**src/inc/mon_queue_pkg.sv**
```systemverilog
// Constants shared by the monitor event queue writer
package mon_queue_pkg;
  // Status word field positions
  localparam int NS_BIT      = 15;
  localparam int GROUP_BIT   = 11;
  localparam int CHAN_LSB    = 8;
  localparam int ODD_BIT     = 3;
  localparam int ABORT_BIT   = 2;
  localparam int FIRST_BIT   = 1;
  localparam int LAST_BIT    = 0;
  // Register map (word offsets)
  localparam logic [3:0] REG_CONFIG   = 4'h0;
  localparam logic [3:0] REG_QBASE    = 4'h1;
  localparam logic [3:0] REG_QSIZE    = 4'h2;
  localparam logic [3:0] REG_STATUS   = 4'h3;
  localparam logic [3:0] REG_CLEAR    = 4'h4;
  localparam logic [3:0] REG_ENABLE   = 4'h5;
  localparam logic [3:0] REG_WRPTR    = 4'h6;
  localparam logic [3:0] REG_TSTAMP   = 4'h7;
  // Config register fields
  localparam int CFG_TSV_BIT = 0;
  localparam int CFG_VSTAR_BIT = 1;
  // Interrupt cause bits
  localparam int IRQ_OVF_BIT   = 0;
  localparam int IRQ_STORE_BIT = 1;
  localparam int IRQ_W         = 2;
  // Reset values
  localparam logic [15:0] QSIZE_RST = 16'h0010;
  localparam logic [23:0] QBASE_RST = 24'h000000;
  // Filler byte under V*
  localparam logic [7:0] FILL_BYTE = 8'hff;
  // Minimum entries in the queue
  localparam logic [15:0] QSIZE_MIN = 16'h0001;
endpackage

```
**src/inc/mem_if.sv**
```systemverilog
// Shared memory access port between writer core and bus master
`timescale 1ns/1ps
`default_nettype none
interface mem_if;
  logic        req;
  logic        we;
  logic [23:0] addr;
  logic [15:0] wdata;
  logic        done;
  logic [15:0] rdata;
  modport master (output req, output we, output addr, output wdata, input done, input rdata);
  modport slave  (input req, input we, input addr, input wdata, output done, output rdata);
endinterface
`default_nettype wire

```
**src/monitor_rx_event_queue_writer.sv**
```systemverilog
// Monitor receive event queue writer into shared memory
// Operation
// RULE1 - Read the target entry's new-status flag first; if clear, write the data word then the status word with the flag set.
// RULE2 - If the flag is already set, leave the entry and set the queue overflow flag, which raises an interrupt.
// RULE3 - Without time stamping an entry is a status word (flag 15, group 11, channel 10:8, odd/abort/first/last 3:0) and a data word.
// RULE4 - The group bit is 0 for serial group 0 and 1 for serial group 1.
// RULE5 - Without time stamping, last set means last byte is in the following word if odd is 1, the previous word if odd is 0.
// The code puts the last byte in the following data word whatever odd is, as with time stamping.
// RULE6 - First is set when the following data word holds a message's first byte.
// RULE7 - Abort is set when the received message was aborted.
// RULE8 - Odd is 1 when one byte was placed in the data word and 0 when two were.
// RULE9 - Under V* the odd, abort, first and last flags are written as 1, 0, 1, 1.
// RULE10 - Under GCI a byte is stored only after being received twice in a row; under V* once suffices.
// RULE11 - Under V* the upper data byte is all ones; under GCI it is the next doubly received byte.
// RULE12 - With time stamping an entry is four words: status, data, timestamp and a zero word.
// RULE13 - The timestamp word holds the free-running counter captured at the event.
// RULE14 - With time stamping, last set means the following data word holds the last byte, regardless of odd.
// RULE15 - The queue is bounded by the programmed queue size.
// RULE16 - Software clears an entry's new-status flag after reading it to free the location.
// RULE17 - Entries go to consecutive locations and wrap to the queue start after the last one.
//
// Chosen here: the register addresses and the strobed register port.
`timescale 1ns/1ps
`default_nettype none
module monitor_rx_event_queue_writer #(
  parameter int CHAN_W = 3
) (
  input  wire logic              clock_i,
  input  wire logic              resetn_i,
  // Register port
  input  wire logic [3:0]        reg_addr_i,
  input  wire logic [31:0]       reg_wdata_i,
  input  wire logic              reg_wr_i,
  input  wire logic              reg_rd_i,
  output logic [31:0]            reg_rdata_o,
  output logic                   irq_o,
  // Monitor receiver side
  input  wire logic              mon_valid_i,
  input  wire logic [7:0]        mon_byte_i,
  input  wire logic              mon_eom_i,
  input  wire logic              mon_abort_i,
  input  wire logic              serial_group_select_i,
  input  wire logic [CHAN_W-1:0] channel_index_i,
  output logic                   mon_busy_o,
  // Shared memory side
  output logic                   mem_req_o,
  output logic                   mem_we_o,
  output logic [23:0]            mem_addr_o,
  output logic [15:0]            mem_wdata_o,
  input  wire logic              mem_ack_i,
  input  wire logic [15:0]       mem_rdata_i
);
  typedef enum logic [2:0] {
    S_IDLE  = 3'b000,
    S_READ  = 3'b001,
    S_DATA  = 3'b011,
    S_TIME  = 3'b010,
    S_ZERO  = 3'b110,
    S_STAT  = 3'b111
  } state_t;

  typedef struct packed {
    state_t      state;
    logic        issued;
    logic [1:0]  cfg;
    logic [23:0] qbase;
    logic [15:0] qsize;
    logic [15:0] wr_idx;
    logic [1:0]  irq_stat;
    logic [1:0]  irq_en;
    logic [15:0] tcount;
    // Byte pairing
    logic        have_lo;
    logic [7:0]  lo_byte;
    logic        in_msg;
    logic        first_pend;
    // Captured entry
    logic [15:0] stat_word;
    logic [15:0] data_word;
    logic [15:0] tstamp;
    logic        last_pend;
    logic [31:0] rdata;
  } core_t;
  core_t st_r, st_nxt;

  logic        f_valid;
  logic [7:0]  f_byte;
  logic        eom_q;
  logic        abort_q;
  logic        group_q;
  logic [CHAN_W-1:0] chan_q;
  mem_if       mif ();

  // Status word builder used for every entry kind
  function automatic logic [15:0] make_status(input logic grp, input logic [CHAN_W-1:0] ch,
                                              input logic odd, input logic ab, input logic fi,
                                              input logic la);
    logic [15:0] w;
    w = '0;
    w[mon_queue_pkg::NS_BIT]    = 1'b1; // RULE1
    w[mon_queue_pkg::GROUP_BIT] = grp; // RULE4
    w[mon_queue_pkg::CHAN_LSB +: CHAN_W] = ch; // RULE3
    w[mon_queue_pkg::ODD_BIT]   = odd; // RULE8
    w[mon_queue_pkg::ABORT_BIT] = ab; // RULE7
    w[mon_queue_pkg::FIRST_BIT] = fi; // RULE6
    w[mon_queue_pkg::LAST_BIT]  = la;
    return w;
  endfunction

  // Entry size in words depends on time stamping
  function automatic logic [23:0] entry_words(input logic timestamp_enable);
    return timestamp_enable ? 24'h000004 : 24'h000002; // RULE3 RULE12
  endfunction

  mon_byte_filter u_filter (
    .clock_i  (clock_i),
    .resetn_i (resetn_i),
    .vstar_i  (st_r.cfg[mon_queue_pkg::CFG_VSTAR_BIT]),
    .valid_i  (mon_valid_i),
    .byte_i   (mon_byte_i),
    .valid_o  (f_valid),
    .byte_o   (f_byte)
  );

  mem_master u_master (
    .clock_i     (clock_i),
    .resetn_i    (resetn_i),
    .core        (mif.slave),
    .mem_req_o   (mem_req_o),
    .mem_we_o    (mem_we_o),
    .mem_addr_o  (mem_addr_o),
    .mem_wdata_o (mem_wdata_o),
    .mem_ack_i   (mem_ack_i),
    .mem_rdata_i (mem_rdata_i)
  );

  // Side flags delayed to line up with the filtered byte
  always_ff @(posedge clock_i) begin
    if (!resetn_i) begin
      eom_q   <= 1'b0;
      abort_q <= 1'b0;
      group_q <= 1'b0;
      chan_q  <= '0;
    end else begin
      eom_q   <= mon_valid_i & mon_eom_i;
      abort_q <= mon_abort_i;
      group_q <= serial_group_select_i;
      chan_q  <= channel_index_i;
    end
  end

  logic        timestamp_enable;
  logic        vstar;
  logic [23:0] entry_addr;
  assign timestamp_enable   = st_r.cfg[mon_queue_pkg::CFG_TSV_BIT];
  assign vstar = st_r.cfg[mon_queue_pkg::CFG_VSTAR_BIT];
  assign entry_addr = st_r.qbase + 24'(st_r.wr_idx) * entry_words(timestamp_enable); // RULE17

  // Main next-state logic
  always_comb begin
    logic       do_entry;
    logic [15:0] qsz;
    do_entry = 1'b0;
    qsz = (st_r.qsize < mon_queue_pkg::QSIZE_MIN) ? mon_queue_pkg::QSIZE_MIN : st_r.qsize;
    st_nxt = st_r;
    st_nxt.tcount = st_r.tcount + 16'h0001; // Free-running stamp counter
    mif.req   = 1'b0;
    mif.we    = 1'b0;
    mif.addr  = entry_addr;
    mif.wdata = '0;

    // Register writes and reads
    st_nxt.rdata = '0;
    if (reg_wr_i) begin
      unique case (reg_addr_i)
        mon_queue_pkg::REG_CONFIG: st_nxt.cfg   = reg_wdata_i[1:0];
        mon_queue_pkg::REG_QBASE:  st_nxt.qbase = reg_wdata_i[23:0];
        mon_queue_pkg::REG_QSIZE: begin
          st_nxt.qsize  = reg_wdata_i[15:0];
          st_nxt.wr_idx = '0; // Restart at the queue start on resize
        end
        mon_queue_pkg::REG_ENABLE: st_nxt.irq_en = reg_wdata_i[1:0];
        default: ;
      endcase
    end
    if (reg_rd_i) begin
      unique case (reg_addr_i)
        mon_queue_pkg::REG_CONFIG: st_nxt.rdata = {30'h0, st_r.cfg};
        mon_queue_pkg::REG_QBASE:  st_nxt.rdata = {8'h00, st_r.qbase};
        mon_queue_pkg::REG_QSIZE:  st_nxt.rdata = {16'h0000, st_r.qsize};
        mon_queue_pkg::REG_STATUS: st_nxt.rdata = {30'h0, st_r.irq_stat};
        mon_queue_pkg::REG_ENABLE: st_nxt.rdata = {30'h0, st_r.irq_en};
        mon_queue_pkg::REG_WRPTR:  st_nxt.rdata = {16'h0000, st_r.wr_idx};
        mon_queue_pkg::REG_TSTAMP: st_nxt.rdata = {16'h0000, st_r.tcount};
        default: st_nxt.rdata = '0;
      endcase
    end
    // Write-one-to-clear; events below override the clear
    if (reg_wr_i && reg_addr_i == mon_queue_pkg::REG_CLEAR) begin
      st_nxt.irq_stat = st_r.irq_stat & ~reg_wdata_i[1:0];
    end

    // Byte pairing; only accepted while idle, busy output stalls the source
    if (st_r.state == S_IDLE) begin
      if (abort_q && st_r.in_msg) begin
        // Aborted message: report with abort and odd flags and the pending low byte as data
        st_nxt.stat_word = make_status(group_q, chan_q, 1'b1, 1'b1, 1'b0, 1'b0); // RULE7
        st_nxt.data_word = {8'h00, st_r.lo_byte};
        st_nxt.in_msg  = 1'b0;
        st_nxt.have_lo = 1'b0;
        do_entry = 1'b1;
      end else if (f_valid) begin
        if (vstar) begin
          st_nxt.stat_word = make_status(group_q, chan_q, 1'b1, 1'b0, 1'b1, 1'b1); // RULE9
          st_nxt.data_word = {mon_queue_pkg::FILL_BYTE, f_byte}; // RULE11
          do_entry = 1'b1;
        end else if (!st_r.have_lo && !eom_q) begin
          st_nxt.have_lo = 1'b1;
          st_nxt.lo_byte = f_byte;
          st_nxt.first_pend = !st_r.in_msg;
          st_nxt.in_msg = 1'b1;
        end else if (!st_r.have_lo) begin
          // Lone last byte: odd entry, last byte in this word
          st_nxt.stat_word = make_status(group_q, chan_q, 1'b1, 1'b0, !st_r.in_msg, 1'b1); // RULE5 RULE14
          st_nxt.data_word = {8'h00, f_byte};
          st_nxt.in_msg = 1'b0;
          do_entry = 1'b1;
        end else begin
          // Two bytes in the word: odd cleared, upper byte is the second
          st_nxt.stat_word = make_status(group_q, chan_q, 1'b0, 1'b0, st_r.first_pend,
                                         eom_q); // RULE5 RULE14 RULE8
          st_nxt.data_word = {f_byte, st_r.lo_byte}; // RULE11
          st_nxt.have_lo = 1'b0;
          st_nxt.in_msg = !eom_q;
          do_entry = 1'b1;
        end
      end
      if (do_entry) begin
        st_nxt.tstamp = st_r.tcount; // RULE13
        st_nxt.state  = S_READ;
        st_nxt.issued = 1'b0;
      end
    end

    // Memory sequence
    unique case (st_r.state)
      S_IDLE: ;
      S_READ: begin
        mif.req = !st_r.issued; // RULE1
        mif.addr = entry_addr;
        st_nxt.issued = 1'b1;
        if (mif.done) begin
          st_nxt.issued = 1'b0;
          if (mif.rdata[mon_queue_pkg::NS_BIT]) begin
            // Entry not yet acknowledged by software; do not overwrite
            st_nxt.irq_stat[mon_queue_pkg::IRQ_OVF_BIT] = 1'b1; // RULE2 RULE16
            st_nxt.state = S_IDLE;
          end else begin
            st_nxt.state = S_DATA;
          end
        end
      end
      S_DATA: begin
        mif.req = !st_r.issued;
        mif.we = 1'b1;
        mif.addr = entry_addr + 24'h000001;
        mif.wdata = st_r.data_word; // RULE1
        st_nxt.issued = 1'b1;
        if (mif.done) begin
          st_nxt.issued = 1'b0;
          st_nxt.state = timestamp_enable ? S_TIME : S_STAT;
        end
      end
      S_TIME: begin
        mif.req = !st_r.issued;
        mif.we = 1'b1;
        mif.addr = entry_addr + 24'h000002;
        mif.wdata = st_r.tstamp; // RULE12 RULE13
        st_nxt.issued = 1'b1;
        if (mif.done) begin
          st_nxt.issued = 1'b0;
          st_nxt.state = S_ZERO;
        end
      end
      S_ZERO: begin
        mif.req = !st_r.issued;
        mif.we = 1'b1;
        mif.addr = entry_addr + 24'h000003;
        mif.wdata = 16'h0000; // RULE12
        st_nxt.issued = 1'b1;
        if (mif.done) begin
          st_nxt.issued = 1'b0;
          st_nxt.state = S_STAT;
        end
      end
      S_STAT: begin
        // Status last so software never sees a half-written entry
        mif.req = !st_r.issued;
        mif.we = 1'b1;
        mif.addr = entry_addr;
        mif.wdata = st_r.stat_word; // RULE1 RULE3
        st_nxt.issued = 1'b1;
        if (mif.done) begin
          st_nxt.issued = 1'b0;
          st_nxt.state = S_IDLE;
          st_nxt.irq_stat[mon_queue_pkg::IRQ_STORE_BIT] = 1'b1;
          st_nxt.wr_idx = (st_r.wr_idx >= qsz - 16'h0001) ? 16'h0000
                          : st_r.wr_idx + 16'h0001; // RULE15 RULE17
        end
      end
      default: st_nxt.state = S_IDLE;
    endcase
  end

  // State register
  always_ff @(posedge clock_i) begin
    if (!resetn_i) begin
      st_r <= '0;
      st_r.qsize <= mon_queue_pkg::QSIZE_RST;
      st_r.qbase <= mon_queue_pkg::QBASE_RST;
    end else begin
      st_r <= st_nxt;
    end
  end

  // Outputs
  assign reg_rdata_o = st_r.rdata;
  assign irq_o       = |(st_r.irq_stat & st_r.irq_en); // RULE2
  assign mon_busy_o  = (st_r.state != S_IDLE);
endmodule
`default_nettype wire

```
**src/mon_byte_filter.sv**
```systemverilog
// Double-receive filter for one monitor byte stream
`timescale 1ns/1ps
`default_nettype none
module mon_byte_filter (
  input  wire logic       clock_i,
  input  wire logic       resetn_i,
  input  wire logic       vstar_i,
  input  wire logic       valid_i,
  input  wire logic [7:0] byte_i,
  output logic            valid_o,
  output logic [7:0]      byte_o
);
  typedef struct packed {
    logic       have;
    logic [7:0] last;
    logic       out_v;
    logic [7:0] out_b;
  } filt_t;
  filt_t st_r, st_nxt;

  // Under GCI only a repeated new byte passes; under V* every byte passes
  always_comb begin
    st_nxt = st_r;
    st_nxt.out_v = 1'b0;
    if (valid_i) begin
      if (vstar_i) begin // RULE10
        st_nxt.out_v = 1'b1;
        st_nxt.out_b = byte_i;
      end else if (st_r.have && st_r.last == byte_i) begin // RULE10
        st_nxt.out_v = 1'b1;
        st_nxt.out_b = byte_i;
        st_nxt.have  = 1'b0; // Same byte must arrive twice again to count anew
      end else begin
        st_nxt.have = 1'b1;
        st_nxt.last = byte_i;
      end
    end
  end

  // State register
  always_ff @(posedge clock_i) begin
    if (!resetn_i) begin
      st_r <= '0;
    end else begin
      st_r <= st_nxt;
    end
  end

  assign valid_o = st_r.out_v;
  assign byte_o  = st_r.out_b;
endmodule
`default_nettype wire

```
**src/mem_master.sv**
```systemverilog
// Single-word shared memory master with one outstanding access
`timescale 1ns/1ps
`default_nettype none
module mem_master (
  input  wire logic        clock_i,
  input  wire logic        resetn_i,
  mem_if.slave             core,
  output logic             mem_req_o,
  output logic             mem_we_o,
  output logic [23:0]      mem_addr_o,
  output logic [15:0]      mem_wdata_o,
  input  wire logic        mem_ack_i,
  input  wire logic [15:0] mem_rdata_i
);
  typedef struct packed {
    logic        busy;
    logic        we;
    logic [23:0] addr;
    logic [15:0] wdata;
    logic        done;
    logic [15:0] rdata;
  } mm_t;
  mm_t st_r, st_nxt;

  // Hold the access until the memory acknowledges it
  always_comb begin
    st_nxt = st_r;
    st_nxt.done = 1'b0;
    if (!st_r.busy && core.req && !st_r.done) begin
      st_nxt.busy  = 1'b1;
      st_nxt.we    = core.we;
      st_nxt.addr  = core.addr;
      st_nxt.wdata = core.wdata;
    end else if (st_r.busy && mem_ack_i) begin
      st_nxt.busy  = 1'b0;
      st_nxt.done  = 1'b1;
      st_nxt.rdata = mem_rdata_i;
    end
  end

  // State register
  always_ff @(posedge clock_i) begin
    if (!resetn_i) begin
      st_r <= '0;
    end else begin
      st_r <= st_nxt;
    end
  end

  assign mem_req_o   = st_r.busy;
  assign mem_we_o    = st_r.we;
  assign mem_addr_o  = st_r.addr;
  assign mem_wdata_o = st_r.wdata;
  assign core.done   = st_r.done;
  assign core.rdata  = st_r.rdata;
endmodule
`default_nettype wire

```
**config.mk**
```make
export PLATFORM = sky130hd
export DESIGN_NAME = monitor_rx_event_queue_writer
export DESIGN_NICKNAME = d
export VERILOG_FILES = /design/src/inc/mon_queue_pkg.sv /design/src/inc/mem_if.sv /design/src/monitor_rx_event_queue_writer.sv /design/src/mon_byte_filter.sv /design/src/mem_master.sv
export SDC_FILE = /design/constraint.sdc
export NUM_CORES = 1
export LEC_CHECK = 0
export CAP_MARGIN = 20
export CORE_ASPECT_RATIO = 1.4
export CORE_MARGIN = 3
export CORE_UTILIZATION = 51
export CTS_BUF_LIST = sky130_fd_sc_hd__clkbuf_4 sky130_fd_sc_hd__clkbuf_8
export DETAILED_ROUTE_END_ITERATION = 6
export DONT_BUFFER_PORTS = 1
export GPL_TIMING_DRIVEN = 1
export PLACE_DENSITY = 0.66
export SLEW_MARGIN = 20
export SYNTH_ARGS = -nofsm -noshare
export SYNTH_HDL_FRONTEND = slang
export SYNTH_SLANG_ARGS = --single-unit
```
**constraint.sdc**
```tcl
create_clock -name clock_i -period 6.4 [get_ports clock_i]
set_input_delay 0 -clock clock_i [delete_from_list [all_inputs] [get_ports clock_i]]
set_output_delay 0 -clock clock_i [all_outputs]
set_load 0.01 [all_outputs]
```
==> metrics.md <==
| Metric | Value |
|---|---|
| Status | finished, final reports clean |
| Setup Buffers After CTS | 0 |
| Non-Filler Instances | around 1900 |
| Synth unique cells | 79 |
| CTS root buffer | clkbuf_8 |
| Reg2Reg Depth | 11 |
| Die ar. | 26200 um2 |
| Iter 0 DRT Violations | around 760 |
| Clock Pin Slew Worst Setup and Hold Paths | 0.07 ns |
| Pwr dens | 222 nW/um2 |
| Vias per Instance | slightly below 6 |
| Final Hold Vio Count | 0 |
| H-tree depth | 2 |
| Crit end category | register |
| Tmin final | a little under 5 ns |
| Drt wl/cell | between 15 and 20 um |
| EDFF count, synth | 0 |
| Max cap viols | 0 |
| Pre-CTS WS | roughly 1.5 ns |
| Worst-Margin Slew | ~1.0 ns |
| Crit Path Class | register to register |
| Placed insts | 1751 |
| Setup TNS | 0 ns |
| Worst setup margin | around 1.5 ns |
| Hold Crit Depth | 3 |
| Tcrit/Tclk final | 0.771 |
| Yosys Warn Count | 0 |
| CP cell instances | mux2_2 -> fa_1 -> fa_1 -> a211oi_2 -> o21ai_1 -> a22oi_1 -> o2111a_1 -> a311oi_1 -> or4_1 -> o211a_1 -> a311o_1 |
| CTS tree | yes |
| Pre-antenna DRT Iters | 5 |
| P_leak | 5.07 nW |
| Final Hold Slack | roughly 0.019 ns |
| Crit-path max FO | 21 |
| Starting Density | 0.527 |
| Post-DP HPWL | between 20 and 25 mm |
| Net count, final | approximately 1700 |
| Crit path DAT | 5.37 ns |
| Largest net degree at the start of global routing | 99 |
| GRT Residual Overflow | 0 |
| Core ar. | around 24000 um2 |
| GRT Util Overall | 0.258 |
| WP data required | just under 7 ns |
| Skew-Pair Late Insertion Delay | 0.55 ns |
| First-pass GRT wire length | approximately 54 mm |
| CP Launch Type | register |
| Chip height | around 190 um |
| Initial antenna violation count | 1 |
| DRC Markers | 0 |
| Die width | 138 um |
| Seq cells post-synth | ~230 |
| Num CTS Buffers | 38 |
| Max Freq | 203 MHz |
| Post-synth ARST share | 0 |
| Sequential-to-total area share from yosys stat | 0.365 |
| Final ANT Viol Nets | 0 |
| Cell mode on critical path | fa_1 |
| # hold bufs at CTS | 56 |
| Slowest Stage Delay on Critical Path | approximately 0.95 ns |
| Post-CTS resize count | 0 |
| Total Power | around 0.003 W |
| Mapped cell area | roughly 12000 um2 |
| Hold crit path type | input pin to register |
| Area grow syn2layout | 11.3% |
| RSZ-0062 raised after global routing | false |
| Rows | 66 |
| Syn avg cell area | between 8 and 9 um2 |
| I/O pin total | roughly 150 |
| Slowest stage cell, crit path | dfxtp_1 |
| Clock Skew | ~0.016 ns |
| Final-report setup violation count | 0 |
| Ys flop type | dfxtp_1 |
| Gpl congestion | 0.905 |
| Fillers | ~2200 |
| Fraction of final layout cells sized beyond drive strength 1 | 0.0687 |
| Worst VDD drop | 0.204 mV |
| Sink Count | about 230 |
| Vias post-DR | about 11000 |
| Gate count after technology mapping | between 1500 and 2000 |
| Clk buf depth | 3 |
| Slew headroom | 0.305 |
| Final Slew Violations | 0 |
| Number of global-route vias before repair | approximately 11000 |
| Total Routed Length | between 30 and 40 mm |
| Port Buffers | 0 |
[cells in the mapped netlist, drive strengths merged (6+ instances only)]
cell    instances  area share
ha             40       0.040
mux2i          66       0.053
nand3b          6      0.0036
buf            43       0.025
clkbuf         83       0.025
xnor2          30       0.021
a21o            6      0.0036
nor2b           6      0.0030
dfxtp         226        0.37
xor2           27       0.019
a31oi          19      0.0096
fa             17       0.027
nand2b          7      0.0035
nand3          44       0.018
nand2         207       0.063
a311oi          7      0.0049
and2           27       0.014
a21oi         176       0.072
nor3           44       0.018
mux2            7      0.0064
a22oi          34       0.021
o21ai          44       0.018
nand4          15      0.0081
and4            6      0.0042
nor2          166       0.050
and3           14      0.0071
a211oi         23       0.016
inv            52       0.016
nor4           13      0.0071
o211ai          6      0.0036
or3            15      0.0076
[power breakdown]
| part | internal, W | switching, W |
|---|---|---|
| Sequential | 0.00142 | 0.0000135 |
| Combinational | 0.0000787 | 0.000118 |
| Clock | 0.000825 | 0.000604 |
| Total | 0.00232 | 0.000736 |
[critical path: cells and delay by family, from the launching register on]
family                   cells  cell delay (ns)
AO/OA/AOI/OAI                7             1.84
adder cells (fa/ha/maj)      2             1.01
flip-flops                   1             0.95
AND/OR/NAND/NOR              1             0.59
multiplexers                 1             0.44
[stage by stage]
stage	area, um2	utilization
after global placement	12300	0.524
after global routing	13800	0.586
final	13800	0.586
after CTS	13700	0.584
after detailed placement	12300	0.524
after floorplan	12500	-
[path summary, 6_finish.rpt]
kind               startpoint                      end  slack (ns)
setup / recovery    st_r[168]  u_master.mem_addr_o[21]        1.47
hold reg to reg     chan_q[1]                 st_r[74]        0.43
hold / removal    mon_valid_i       u_filter.byte_o[6]        0.02
setup reg to reg    st_r[168]  u_master.mem_addr_o[21]        1.47
[placed cells by master (no fill, tap or decap), types with 6 or more instances in the layout]
master           n
a311oi_1         7
and4_1           6
fa_1            17
and3_1          14
a21oi_1        173
xnor2_1         30
or3_1           15
xor2_1          27
a21o_1           6
clkbuf_4        12
clkbuf_8        44
nor2_1         166
mux2_2           7
dfxtp_1        226
inv_1           52
nand2_1        206
nand4_1         14
mux2i_1         66
nand3_1         44
a31oi_1         19
conb_1          23
nor2b_1          6
o21ai_0         39
nor3_1          41
ha_1            40
and2_1          25
a211oi_1        19
nor4_1          12
nand2b_1         7
o211ai_1         6
a22oi_1         34
buf_4           10
dlygate4sd3_1   59
nand3b_1         6
[sequential cells by signal (all words and copies together) (netlist names)]
signal / flops
u_filter.byte_o: 8
u_master.mem_wdata_o: 16
u_master.mem_addr_o: 24
abort_q: 1
u_filter.valid_o: 1
u_master.mem_req_o: 1
u_filter.st_r: 9
reg_rdata_o: 24
u_master.mem_we_o: 1
u_master.core.done: 1
u_master.core.rdata: 1
eom_q: 1
st_r: 134
group_q: 1
chan_q: 3
[cells by family (layout without fill, tap and decap cells)]
kind of cell	count (synthesis)	count (layout)	synth area share
and+or+nand+nor	582	582	0.216
AOI/OAI and AO/OA	363	363	0.183
DFF	226	226	0.365
buffers and inverters	179	188	0.0657
muxes	73	73	0.0597
adders and majority gates	59	59	0.0695
xor gates and xnor gates	57	57	0.0403
other	2	25	0.000606
[area by class of cell]
| cell class | instances | area, um2 | area share |
|---|---|---|---|
| antenna | 2 | 5.00 | 0.000363 |
| timing repair buffer | 70 | 686 | 0.0497 |
| clock buffer | 56 | 696 | 0.0504 |
| tap | 306 | 383 | 0.0278 |
| clock inverter | 9 | 143 | 0.0103 |
| sequential | 226 | 4520 | 0.328 |
| multi-input combinational | 1157 | 7160 | 0.519 |
| inverter | 53 | 201 | 0.0146 |
[routing by layer]
metal	global-route usage	share of wire
met1	0.277	0.37
met2	0.479	0.53
met3	0.0422	0.052
met4	0.130	0.047
met5	0	0
No activity file was read; power rests on OpenSTA's default activity.
